==> config.mk <==
export PLATFORM = sky130hd
export DESIGN_NAME = dis_indicator
export DESIGN_NICKNAME = d
export VERILOG_FILES = /design/src/logic/dis_pkg.sv /design/src/logic/dis_flash_if.sv /design/src/logic/dis_flash_div.sv /design/src/logic/dis_indicator.sv
export SDC_FILE = /design/constraint.sdc
export NUM_CORES = 1
export LEC_CHECK = 0
export BUFFER_PORTS_ARGS = -buffer_cell sky130_fd_sc_hd__clkbuf_2
export CAP_MARGIN = 15
export CORE_UTILIZATION = 40
export CTS_BUF_LIST = sky130_fd_sc_hd__clkbuf_2 sky130_fd_sc_hd__clkbuf_4 sky130_fd_sc_hd__clkbuf_8
export DETAILED_ROUTE_END_ITERATION = 6
export HOLD_SLACK_MARGIN = 0.02
export PLACE_DENSITY = 0.63
export SLEW_MARGIN = 10
export SYNTH_ARGS = -nofsm -noshare
export SYNTH_HDL_FRONTEND = slang
export SYNTH_SLANG_ARGS = --single-unit
==> constraint.sdc <==
create_clock -name clock -period 2.1 [get_ports clock]
set_input_delay 0.21 -clock clock [delete_from_list [all_inputs] [get_ports clock]]
set_output_delay 0.21 -clock clock [all_outputs]
set_load 0.05 [all_outputs]
==> src/logic/dis_pkg.sv <==
/*
 diagnostic indicator package: colours, display modes, backplane error codes, timing.
 assumes a 200 MHz clock and a synchronous active-low reset.
*/
package dis_pkg;
  localparam int CLK_HZ = 200000000;
  // hold and start-up times, printed figure in seconds
  localparam int FW_SHOW_S = 3;
  localparam int HOLD_S = 3;
  localparam int FW_SHOW_CYC = FW_SHOW_S * CLK_HZ;
  localparam int HOLD_CYC = HOLD_S * CLK_HZ;
  // flash half period in ms (own figure, no cadence given)
  localparam int FLASH_HALF_MS = 250;
  localparam int FLASH_HALF_CYC = FLASH_HALF_MS * (CLK_HZ / 1000);

  typedef enum logic [1:0] {
    COL_OFF = 2'b00,
    COL_GREEN = 2'b01,
    COL_ORANGE = 2'b10,
    COL_RED = 2'b11
  } dis_colour_t;

  typedef enum logic [2:0] {
    DSP_FW_VERSION = 3'b000,
    DSP_STATUS = 3'b001,
    DSP_CONFIG = 3'b010,
    DSP_FW_FAULT = 3'b011,
    DSP_MENU_PAGE = 3'b100,
    DSP_BP_ERROR = 3'b101
  } dis_disp_t;

  // backplane error codes
  localparam logic [7:0] BPE_EMC = 8'h00;
  localparam logic [7:0] BPE_TABLE = 8'h01;
  localparam logic [7:0] BPE_RESERVED = 8'h02;
  localparam logic [7:0] BPE_COMMAND = 8'h03;
  localparam logic [7:0] BPE_BREAK = 8'h04;
  localparam logic [7:0] BPE_REGCOM = 8'h05;
  // table error arguments, then the config display tag byte
  localparam logic [7:0] ARG_CHECKSUM = 8'h00;
  localparam logic [7:0] ARG_OVERFLOW = 8'h01;
  localparam logic [7:0] ARG_DATATYPE = 8'h02;
  localparam logic [7:0] CFG_TAG_HI = 8'hf0;

  localparam logic [2:0] MENU_PAGES = 3'h4;
  localparam logic [2:0] MENU_BP_PAGE = 3'h3;
endpackage

==> src/logic/dis_flash_if.sv <==
/*
 interface carrying the shared flash phase from the divider to the indicator logic.
 assumes one clock domain.
*/
`timescale 1ns/1ps
interface dis_flash_if;
  logic phase;
  modport src (output phase);
  modport dst (input phase);
endinterface

==> src/logic/dis_flash_div.sv <==
/*
 flash divider: toggles one common on/off phase every half period.
 assumes the main clock and synchronous active-low reset.
*/
`timescale 1ns/1ps
module dis_flash_div #(
  // configurable so a bench can run whole flash periods in a short run
  parameter int HALF_CYC = dis_pkg::FLASH_HALF_CYC
) (
  input wire logic clock,
  input wire logic reset_n,
  dis_flash_if.src fl
);
  logic [31:0] cnt_q, cnt_d;
  logic ph_q, ph_d;

  always_comb begin
    cnt_d = cnt_q + 32'h1;
    ph_d = ph_q;
    if (cnt_q == 32'(HALF_CYC - 1)) begin
      cnt_d = '0;
      ph_d = ~ph_q;
    end
  end

  always_ff @(posedge clock) begin
    if (!reset_n) begin
      cnt_q <= '0;
      ph_q <= 1'b0;
    end else begin
      cnt_q <= cnt_d;
      ph_q <= ph_d;
    end
  end

  assign fl.phase = ph_q;

  a_flash_period: assert property (@(posedge clock) disable iff (!reset_n)
    (cnt_q == 32'(HALF_CYC - 1)) |=> (ph_q != $past(ph_q)))
    else $error("flash phase did not toggle at half period");
endmodule

==> src/logic/dis_indicator.sv <==
/*
 diagnostic indicator logic: fieldbus, program and backplane lamps, text display
 and joystick setup menu showing backplane error code and argument.
 assumes status inputs synchronous to clock; lamps and display decode outputs.
*/
`timescale 1ns/1ps
module dis_indicator #(
  parameter int FW_SHOW_CYC = dis_pkg::FW_SHOW_CYC,
  parameter int HOLD_CYC = dis_pkg::HOLD_CYC,
  parameter int FLASH_HALF_CYC = dis_pkg::FLASH_HALF_CYC
) (
  input wire logic clock,
  input wire logic reset_n,
  // start-up configuration check
  input wire logic cfg_check_done,
  input wire logic cfg_check_ok,
  input wire logic [7:0] cfg_bad_position,
  input wire logic fw_fault,
  input wire logic [15:0] fw_fault_code,
  input wire logic [15:0] fw_version,
  // fieldbus status
  input wire logic fb_attached,
  input wire logic fb_supply_ok,
  input wire logic fb_comm_error,
  input wire logic fb_baud_search,
  input wire logic fb_master_seen,
  input wire logic fb_comm_active,
  // program status
  input wire logic prg_running,
  input wire logic prg_loaded,
  input wire logic prg_overrun_some,
  input wire logic prg_overrun_all,
  input wire logic prg_boot_project,
  input wire logic prg_boot_generating,
  input wire logic prg_in_cycle,
  // backplane status
  input wire logic bp_exchanging,
  input wire logic bp_reg_access,
  input wire logic bp_error,
  input wire logic [7:0] bp_err_code,
  input wire logic [7:0] bp_err_arg,
  // joystick
  input wire logic joy_press,
  input wire logic joy_left,
  input wire logic joy_right,
  // outputs
  output dis_pkg::dis_colour_t fb_colour,
  output logic fb_flash,
  output dis_pkg::dis_colour_t prg_colour,
  output logic prg_flash,
  output dis_pkg::dis_colour_t bp_colour,
  output logic bp_flash,
  output dis_pkg::dis_disp_t disp_mode,
  output logic [15:0] disp_value,
  output logic [7:0] disp_err_code,
  output logic [7:0] disp_err_arg,
  output logic menu_active,
  output logic [2:0] menu_page
);
  dis_flash_if fl ();
  dis_flash_div #(.HALF_CYC(FLASH_HALF_CYC)) u_div (
    .clock(clock),
    .reset_n(reset_n),
    .fl(fl)
  );

  typedef enum logic [1:0] {
    ST_FW_SHOW = 2'b00,
    ST_CHECK = 2'b01,
    ST_RUN = 2'b10,
    ST_CFG_FAIL = 2'b11
  } dis_start_t;

  // code 2 is reserved and never shown on the display as a real fault
  function automatic logic valid_code(input logic [7:0] c);
    valid_code = (c <= dis_pkg::BPE_REGCOM) && (c != dis_pkg::BPE_RESERVED);
  endfunction

  dis_start_t st_q, st_d;
  logic [31:0] tmr_q, tmr_d;
  logic [31:0] hold_q, hold_d;
  logic hold_fired_q, hold_fired_d;
  logic menu_q, menu_d;
  logic [2:0] page_q, page_d;
  logic left_q, right_q;
  logic [7:0] cfg_pos_q, cfg_pos_d;

  // start-up sequencer and menu
  always_comb begin
    st_d = st_q;
    tmr_d = tmr_q;
    cfg_pos_d = cfg_pos_q;
    unique case (st_q)
      ST_FW_SHOW: begin
        tmr_d = tmr_q + 32'h1;
        if (tmr_q == 32'(FW_SHOW_CYC - 1)) begin
          st_d = ST_CHECK;
        end
      end
      ST_CHECK: begin
        if (cfg_check_done) begin
          if (cfg_check_ok) begin
            st_d = ST_RUN;
          end else begin
            st_d = ST_CFG_FAIL;
            cfg_pos_d = cfg_bad_position;
          end
        end
      end
      ST_RUN: begin
      end
      ST_CFG_FAIL: begin
      end
    endcase
    // press held long enough toggles the menu once per hold
    hold_d = joy_press ? hold_q + 32'h1 : 32'h0;
    hold_fired_d = joy_press ? hold_fired_q : 1'b0;
    menu_d = menu_q;
    page_d = page_q;
    if (joy_press && !hold_fired_q && hold_q == 32'(HOLD_CYC - 1)) begin
      hold_fired_d = 1'b1;
      menu_d = ~menu_q;
      page_d = '0;
      hold_d = 32'h0;
    end else if (menu_q && joy_right && !right_q) begin
      page_d = (page_q == dis_pkg::MENU_PAGES - 3'h1) ? 3'h0 : page_q + 3'h1;
    end else if (menu_q && joy_left && !left_q) begin
      page_d = (page_q == 3'h0) ? dis_pkg::MENU_PAGES - 3'h1 : page_q - 3'h1;
    end
  end

  always_ff @(posedge clock) begin
    if (!reset_n) begin
      st_q <= ST_FW_SHOW;
      tmr_q <= '0;
      hold_q <= '0;
      hold_fired_q <= 1'b0;
      menu_q <= 1'b0;
      page_q <= '0;
      left_q <= 1'b0;
      right_q <= 1'b0;
      cfg_pos_q <= '0;
    end else begin
      st_q <= st_d;
      tmr_q <= tmr_d;
      hold_q <= hold_d;
      hold_fired_q <= hold_fired_d;
      menu_q <= menu_d;
      page_q <= page_d;
      left_q <= joy_left;
      right_q <= joy_right;
      cfg_pos_q <= cfg_pos_d;
    end
  end

  // lamp and display decode, registered
  dis_pkg::dis_colour_t fbc_d, prc_d, bpc_d;
  logic fbf_d, prf_d, bpf_d;
  dis_pkg::dis_disp_t dm_d;
  logic [15:0] dv_d;
  logic [7:0] dc_d, da_d;

  always_comb begin
    // fieldbus lamp
    fbc_d = dis_pkg::COL_OFF;
    fbf_d = 1'b0;
    if (!fb_supply_ok && fb_attached) begin
      fbc_d = dis_pkg::COL_RED;
    end else if (!fb_attached) begin
      fbc_d = dis_pkg::COL_OFF;
    end else if (fb_comm_error) begin
      fbc_d = dis_pkg::COL_RED;
      fbf_d = 1'b1;
    end else if (fb_baud_search) begin
      fbc_d = dis_pkg::COL_ORANGE;
      fbf_d = 1'b1;
    end else if (!fb_master_seen) begin
      fbc_d = dis_pkg::COL_GREEN;
      fbf_d = 1'b1;
    end else if (fb_comm_active) begin
      fbc_d = dis_pkg::COL_GREEN;
    end
    // program lamp
    prc_d = dis_pkg::COL_OFF;
    prf_d = 1'b0;
    if (!prg_running || !prg_loaded) begin
      prc_d = dis_pkg::COL_OFF;
    end else if (prg_overrun_all) begin
      prc_d = dis_pkg::COL_RED;
    end else if (prg_overrun_some) begin
      prc_d = dis_pkg::COL_RED;
      prf_d = 1'b1;
    end else if (prg_boot_generating) begin
      prc_d = dis_pkg::COL_ORANGE;
      prf_d = 1'b1;
    end else if (prg_in_cycle) begin
      prc_d = prg_boot_project ? dis_pkg::COL_GREEN : dis_pkg::COL_ORANGE;
    end
    // backplane lamp
    bpc_d = dis_pkg::COL_OFF;
    bpf_d = 1'b0;
    if (st_q == ST_CFG_FAIL) begin
      bpc_d = dis_pkg::COL_RED;
      bpf_d = 1'b1;
    end else if (st_q != ST_RUN) begin
      bpc_d = dis_pkg::COL_OFF;
    end else if (bp_error || fw_fault) begin
      bpc_d = dis_pkg::COL_RED;
    end else if (bp_reg_access) begin
      bpc_d = dis_pkg::COL_ORANGE;
    end else if (bp_exchanging) begin
      bpc_d = dis_pkg::COL_GREEN;
    end
    // display
    dm_d = dis_pkg::DSP_STATUS;
    dv_d = 16'h0;
    dc_d = 8'h0;
    da_d = 8'h0;
    if (menu_q) begin
      dm_d = dis_pkg::DSP_MENU_PAGE;
      dv_d = {13'h0, page_q};
      if (page_q == dis_pkg::MENU_BP_PAGE && bp_error && valid_code(bp_err_code)) begin
        dm_d = dis_pkg::DSP_BP_ERROR;
        dc_d = bp_err_code;
        // emc fault carries no argument
        da_d = (bp_err_code == dis_pkg::BPE_EMC) ? 8'h0 : bp_err_arg;
      end
    end else if (st_q == ST_FW_SHOW) begin
      dm_d = dis_pkg::DSP_FW_VERSION;
      dv_d = fw_version;
    end else if (fw_fault) begin
      dm_d = dis_pkg::DSP_FW_FAULT;
      dv_d = fw_fault_code;
    end else if (st_q == ST_CFG_FAIL) begin
      dm_d = dis_pkg::DSP_CONFIG;
      dv_d = {dis_pkg::CFG_TAG_HI, cfg_pos_q};
    end
  end

  always_ff @(posedge clock) begin
    if (!reset_n) begin
      fb_colour <= dis_pkg::COL_OFF;
      fb_flash <= 1'b0;
      prg_colour <= dis_pkg::COL_OFF;
      prg_flash <= 1'b0;
      bp_colour <= dis_pkg::COL_OFF;
      bp_flash <= 1'b0;
      disp_mode <= dis_pkg::DSP_FW_VERSION;
      disp_value <= '0;
      disp_err_code <= '0;
      disp_err_arg <= '0;
      menu_active <= 1'b0;
      menu_page <= '0;
    end else begin
      // flashing lamps blank on the off half of the common phase
      fb_colour <= (fbf_d && !fl.phase) ? dis_pkg::COL_OFF : fbc_d;
      fb_flash <= fbf_d;
      prg_colour <= (prf_d && !fl.phase) ? dis_pkg::COL_OFF : prc_d;
      prg_flash <= prf_d;
      bp_colour <= (bpf_d && !fl.phase) ? dis_pkg::COL_OFF : bpc_d;
      bp_flash <= bpf_d;
      disp_mode <= dm_d;
      disp_value <= dv_d;
      disp_err_code <= dc_d;
      disp_err_arg <= da_d;
      menu_active <= menu_q;
      menu_page <= page_q;
    end
  end

  a_fw_show_len: assert property (@(posedge clock) disable iff (!reset_n)
    (st_q == ST_FW_SHOW && tmr_q < 32'(FW_SHOW_CYC - 1)) |=> st_q == ST_FW_SHOW)
    else $error("firmware version left early");
  a_check_ok_off: assert property (@(posedge clock) disable iff (!reset_n)
    (st_q == ST_CHECK && cfg_check_done && cfg_check_ok) |=> st_q == ST_RUN)
    else $error("good check did not reach run");
  a_cfg_tag_shown: assert property (@(posedge clock) disable iff (!reset_n)
    (st_q == ST_CFG_FAIL && !menu_q && !fw_fault) |=> disp_value[15:8] == 8'hf0)
    else $error("config tag missing");
  a_fb_no_bus: assert property (@(posedge clock) disable iff (!reset_n)
    (!fb_attached && fb_supply_ok) |=> fb_colour == dis_pkg::COL_OFF)
    else $error("fieldbus lamp lit with no bus");
  a_fb_active_green: assert property (@(posedge clock) disable iff (!reset_n)
    (fb_attached && fb_supply_ok && !fb_comm_error && !fb_baud_search && fb_master_seen
     && fb_comm_active) |=> (fb_colour == dis_pkg::COL_GREEN && !fb_flash))
    else $error("active fieldbus not steady green");
  a_prg_stop_off: assert property (@(posedge clock) disable iff (!reset_n)
    !prg_running |=> prg_colour == dis_pkg::COL_OFF)
    else $error("program lamp lit when stopped");
  a_prg_all_red: assert property (@(posedge clock) disable iff (!reset_n)
    (prg_running && prg_loaded && prg_overrun_all) |=> (prg_colour == dis_pkg::COL_RED
     && !prg_flash))
    else $error("full overrun not steady red");
  a_menu_toggle: assert property (@(posedge clock) disable iff (!reset_n)
    (joy_press && !hold_fired_q && hold_q == 32'(HOLD_CYC - 1)) |=> menu_q != $past(menu_q))
    else $error("held press did not toggle menu");
  a_bp_reserved: assert property (@(posedge clock) disable iff (!reset_n)
    disp_mode == dis_pkg::DSP_BP_ERROR |-> disp_err_code != dis_pkg::BPE_RESERVED)
    else $error("reserved code shown");
endmodule

=== Word-level counts from Yosys, hierarchy flattened ===
Index checks and enable logic that the tools add are counted.

* Register bits after elaboration: 162
* Latch bits: 0
* Memory bits (writable): 0
* Bits in read-only memories: 0
* Input port bits: 80
* Output and inout port bits: 48
* Word-level logic and storage cells: 130
* Memories: 0

* Add/subtract/negate cells: 5
* Multipliers: 0
* Divide/modulo/power cells: 0
* Magnitude comparators: 1
* Equal/unequal tests: 11
* Shift operators: 0
* Muxes and demuxes: 45
* Bitwise logic cells: 6
* Reductions and logical operators: 38

{| class="wikitable"
|+ Operators with widths
! operator !! number
|-
| 32-bit by 1-bit adder with 32-bit output (second input constant) || 3
|-
| 32-bit by 30-bit equality test with 1-bit output (second input constant) || 2
|-
| 16-bit two-way mux || 3
|-
| 2-bit two-way mux || 18
|-
| 32-bit by 26-bit equality test with 1-bit output (second input constant) || 1
|-
| 3-bit two-way mux || 6
|-
| 1-bit two-way mux || 17
|-
| 1-bit logical AND || 13
|-
| 2-bit OR reduction || 5
|-
| 3-bit AND reduction || 3
|-
| 8-bit by 3-bit less-or-equal comparator with 1-bit output (second input constant) || 1
|-
| 8-bit logical NOT || 1
|-
| 8-bit by 2-bit inequality test with 1-bit output (second input constant) || 1
|-
| 1-bit logical NOT || 7
|-
| 2-bit inequality test (second input constant) || 3
|-
| 1-bit NOT || 6
|-
| 3-bit OR reduction || 2
|-
| 2-bit one-hot mux with 2 select lines || 1
|-
| 2-bit nonzero test || 2
|-
| 4-bit OR reduction || 1
|-
| 3-bit by 1-bit adder with 3-bit output (second input constant) || 1
|-
| 3-bit by 2-bit equality test with 1-bit output (second input constant) || 1
|-
| 3-bit logical NOT || 1
|-
| 3-bit by 1-bit subtractor with 3-bit output (second input constant) || 1
|-
| 5 further kinds || 6
|}

=== Longest topological paths before layout ===
* Depth in word-level cells: 7
* Mapped depth: 7
* Depth with buffers taken out: 6

=== Hierarchy ===
A second synthesis with hierarchy kept.

* Cells, all modules: 820
* Area, all modules: 7,175.6 µm²

{| class="wikitable"
|+ By module, submodules not included
! module !! instances !! cells an instance !! area an instance (µm²)
|-
| dis_indicator || 1 || 631 || 5,537.8
|-
| dis_flash_div || 1 || 189 || 1,637.8
|}

=== Least setup slack after synthesis ===
Ideal clock, no wire load.

* Path kind: reg2reg
* From: register u_div.cnt_q[0]
* To: register u_div.cnt_q[23]
* Library setup time: 0.117 ns
* Arrival time: 1.803 ns
* Slack: 0.180 ns
* Cell stages (with the launch flop): 8
* Buffers on the path: 1
* Period minus slack after synthesis: 1.920 ns
* Cells stage by stage: dfxtp_1 ha_1 nand3_1 or2_2 nor4_1 nand2b_1 buf_2 nor2_1

* Cells in the longest elaborated chain, start to end: 2
* Elaborated cells on any way between the ends: 3
* Classes of those cells: add/sub: 1; eq/ne: 1; reduce/logical: 1

{| class="wikitable"
|+ Ends and longest elaborated chain
! element !! RTL line !! text
|-
| start, declared || dis_flash_div.sv:14 || <nowiki>logic [31:0] cnt_q, cnt_d;</nowiki>
|-
| start signal, assigned || dis_flash_div.sv:31 || <nowiki>cnt_q <= cnt_d;</nowiki>
|-
| parallel branches: the longest is 2 deep, another holds 32-bit by 1-bit adder with 32-bit output || - ||
|}

Parallel ways; which one is timed is not known.
A chain may end at the register's enable or synchronous reset.

=== Worst setup path after layout ===
* From: register u_div.cnt_q[0]
* To: register u_div.cnt_q[20]

Same word-level chain as after synthesis.

==> impl_metrics.env <==
export IMPL_status="finished clean"
export IMPL_routed_wl_um=16100
export IMPL_gr_total_overflow=0
export IMPL_fin_nets=1058
export IMPL_io_buffers=127
export IMPL_ys_types=54
export IMPL_hold_path_class="input pin to register"
export IMPL_cts_buffers=17
export IMPL_fin_crit_sh_pct=91.8
export IMPL_vdd_drop_max_v=0.000843
export IMPL_die_w_um=133
export IMPL_r2r_start="u_div.cnt_q[0]$_SDFF_PP0_"
export IMPL_fin_cells=1203
export IMPL_p_sw_share_pct=23.7
export IMPL_synth_area_mux_share_pct=1.32
export IMPL_synth_top_family_by_area="simple AND/OR/NAND/NOR gates"
export IMPL_worstMarginPinSlew_ns=0.575
export IMPL_min_to="disp_value[14]$_SDFF_PP0_"
export IMPL_synth_edf_count=0
export IMPL_yosysSeqAreaShare_pct=47.2
export IMPL_internal_power_mw=4.43
export IMPL_coreArea_sq_mm=0.0166
export IMPL_syn_inst=779
export IMPL_synthFlopType="dfxtp_1"
export IMPL_sequentialPowerShare_pct=53.5
export IMPL_first_iter_violations=254
export IMPL_synth_compound_area_share_pct=7.01
export IMPL_ys_warn_count=0
export IMPL_crit_type="register to register"
export IMPL_gp_congestion=0.834
export IMPL_yosys_area_top_type="dfxtp_1"
export IMPL_area_growth_pct=27.9
export IMPL_grt_usage_pct=19.1
export IMPL_clk_pin_slew_worst_paths_ns=0.08
export IMPL_synthArstFlopShare_pct=0
export IMPL_rsz0062_at_grt="false"
export IMPL_max_cap_violations=0
export IMPL_skew_ns=0.0150
export IMPL_clkPwrFrac_pct=39.4
export IMPL_synth_fa_ha_area_share_pct=1.10
export IMPL_diodes=0
export IMPL_yosysMostFrequentCell="dfxtp_1"
export IMPL_min_from="fw_version[14]"
export IMPL_post_cts_buffers=0
export IMPL_synth_xor_area_share_pct=11.3
export IMPL_holdPathStages=3
export IMPL_synth_top_area_share_pct=47.2
export IMPL_crit_arrival_ns=2.27
export IMPL_period_minus_slack_ns=1.93
export IMPL_fin_tns_setup_ns=0
export IMPL_grt_max_degree=43
export IMPL_clk_latency_ns=0.46
export IMPL_rrSetupSlack_ns=0.17
export IMPL_htreeDepth=4
export IMPL_avgSynthCellArea_sq_um=8.77
export IMPL_hpwlAfterDp_um=11000
export IMPL_combPwrFrac_pct=7.2
export IMPL_ys_top_cells_by_area="dfxtp_1, xor2_1, nor2_1"
export IMPL_die_h_um=133
export IMPL_yosys_top_cells_count="dfxtp_1, nor2_1, xor2_1"
export IMPL_netlist_area_sq_mm=0.00684
export IMPL_vias_per_cell=4.90
export IMPL_p_leak_nw=3.59
export IMPL_hold_violations=0
export IMPL_remaining_drc_errors=0
export IMPL_io_pins=128
export IMPL_first_pass_iters=4
export IMPL_setup_violations=0
export IMPL_fmax_mhz=519
export IMPL_p_sw_mw=1.38
export IMPL_ys_ff_latch=161
export IMPL_grt_pass1_vias=5672
export IMPL_cts_tree="yes"
export IMPL_slew_headroom_pct=61.1
export IMPL_clockBufferDepth=2
export IMPL_rows=47
export IMPL_crit_path_start_kind="register"
export IMPL_clkSinkCount=161
export IMPL_reg2reg_to="u_div.cnt_q[20]$_SDFF_PP0_"
export IMPL_slew_viol_final=0
export IMPL_path_max_fanout=21
export IMPL_power_density_mw_per_mm2=665
export IMPL_start_util_pct=41.1
export IMPL_die_area_sq_mm=0.0176
export IMPL_wl_per_cell_um=13.4
export IMPL_drive_above_1_share_pct=20.4
export IMPL_end_kind="register"
export IMPL_worstPathRequired_ns=2.44
export IMPL_grt_pass1_wl_um=27000
export IMPL_dr_total_vias=5897
export IMPL_antenna_left=0
export IMPL_cts_root_buf="clkbuf_8"
export IMPL_antenna_found_initial=0
export IMPL_placed_cells=1127
export IMPL_rr_worst_depth=7
export IMPL_synthSimpleGateAreaFrac_pct=29.2
sequential cells by signal, indices dropped and copies added (netlist names), 2 cells and up:
register	flops
hold_q	32
tmr_q	32
u_div.cnt_q	32
disp_value	16
cfg_pos_q	8
disp_err_arg	8
disp_err_code	8
menu_page	3
page_q	3
bp_colour	2
disp_mode	2
fb_colour	2
prg_colour	2
st_q	2
power by group through the flow:
stage | combinational, mW | clock [mW] | sequential [mW]
2_1_floorplan | 0.109 | 0 | 3.27
3_3_place_gp | 0.345 | 0 | 3.18
3_5_place_dp | 0.346 | 0 | 3.18
4_1_cts | 0.414 | 2.35 | 3.11
5_1_grt | 0.453 | 2.51 | 3.11
6_report | 0.416 | 2.29 | 3.11
worst max-delay path, stage by stage, from the launching register on:
cell and delay [ns]:
dfxtp_1 0.37, ha_1 0.21, nand3_1 0.11, or2_2 0.33, nor4_1 0.33, nand2b_1 0.19, buf_6 0.20, nor2_1 0.07
worst max path at each step:
stage                              start                    endpoint  slack, ns  cells past startpoint
6_report       u_div.cnt_q[0]$_SDFF_PP0_  u_div.cnt_q[20]$_SDFF_PP0_       0.17                      7
5_1_grt        u_div.cnt_q[0]$_SDFF_PP0_  u_div.cnt_q[20]$_SDFF_PP0_      0.005                      7
4_1_cts        u_div.cnt_q[0]$_SDFF_PP0_  u_div.cnt_q[20]$_SDFF_PP0_       0.13                      7
3_5_place_dp   u_div.cnt_q[0]$_SDFF_PP0_  u_div.cnt_q[20]$_SDFF_PP0_       0.15                      7
3_3_place_gp              bp_err_code[4]  disp_err_arg[7]$_SDFF_PP0_       0.20                      7
2_1_floorplan  u_div.cnt_q[0]$_SDFF_PP0_  u_div.cnt_q[23]$_SDFF_PP0_       0.18                      7
kinds of logic (layout without fill, tap and decap cells):
logic type / Yosys count / in the layout
simple gates: 389 / 389
buf+inv: 50 / 250
mux: 9 / 9
flops: 161 / 161
xor+xnor: 88 / 88
compound gates: 75 / 75
fa+ha+maj: 6 / 6
other cells: 1 / 5
layout make-up:
class                           count  area (sq um)
Multi-Input combinational cell    572          3440
Clock buffer                       21           289
Tap cell                          220           275
Inverter                           14          52.6
Sequential cell                   161          3220
Timing Repair Buffer              206          1360
Clock inverter                      9           106
Fill cell                        1560          7900
cell usage in the layout, fill, tap and decap left out, types with 6 or more instances in the layout:
master	instances
a21oi_1	26
a22o_1	8
a32oi_1	8
and2_1	30
and3_1	18
and4_1	9
buf_4	31
clkbuf_2	127
clkbuf_8	21
dfxtp_1	161
dlygate4sd3_1	46
ha_1	6
inv_1	12
mux2i_1	9
nand2_1	62
nand3_1	43
nand4_1	38
nor2_1	130
nor3_1	19
nor4_1	6
o21ai_0	16
xnor2_1	20
xor2_1	68
layer usage:
metal / wire, um / global-route usage [%] / up-vias
met2: 7440 / 31.4 / 126
met3: 796 / 4.75 / 12
met1: 7660 / 24.5 / 2709
met5: 0 / 0 / -
met4: 169 / 5.87 / 0
li1: - / - / 3050
through the flow:
step | hold slack, ns | util (%) | total power [mW] | area (sq um) | setup slack (ns)
global route | 0.0420 | 52.5 | 6.07 | 8740 | 0.00515
global placement | 0.410 | 47.4 | 3.52 | 7880 | 0.200
detailed placement | 0.415 | 47.4 | 3.52 | 7880 | 0.151
floorplan | 0.289 | - | 3.38 | 6850 | 0.180
CTS | 0.0221 | 52.5 | 5.88 | 8740 | 0.127
finish | 0.0452 | 52.5 | 5.81 | 8740 | 0.172
repair_timing:
item,in CTS,in global routing
setup endpoints to repair,0,20
hold buffers,46,0
gates resized for setup,0,1
endpoints found under the hold margin,39,0
(Power assumes the default switching activity.)
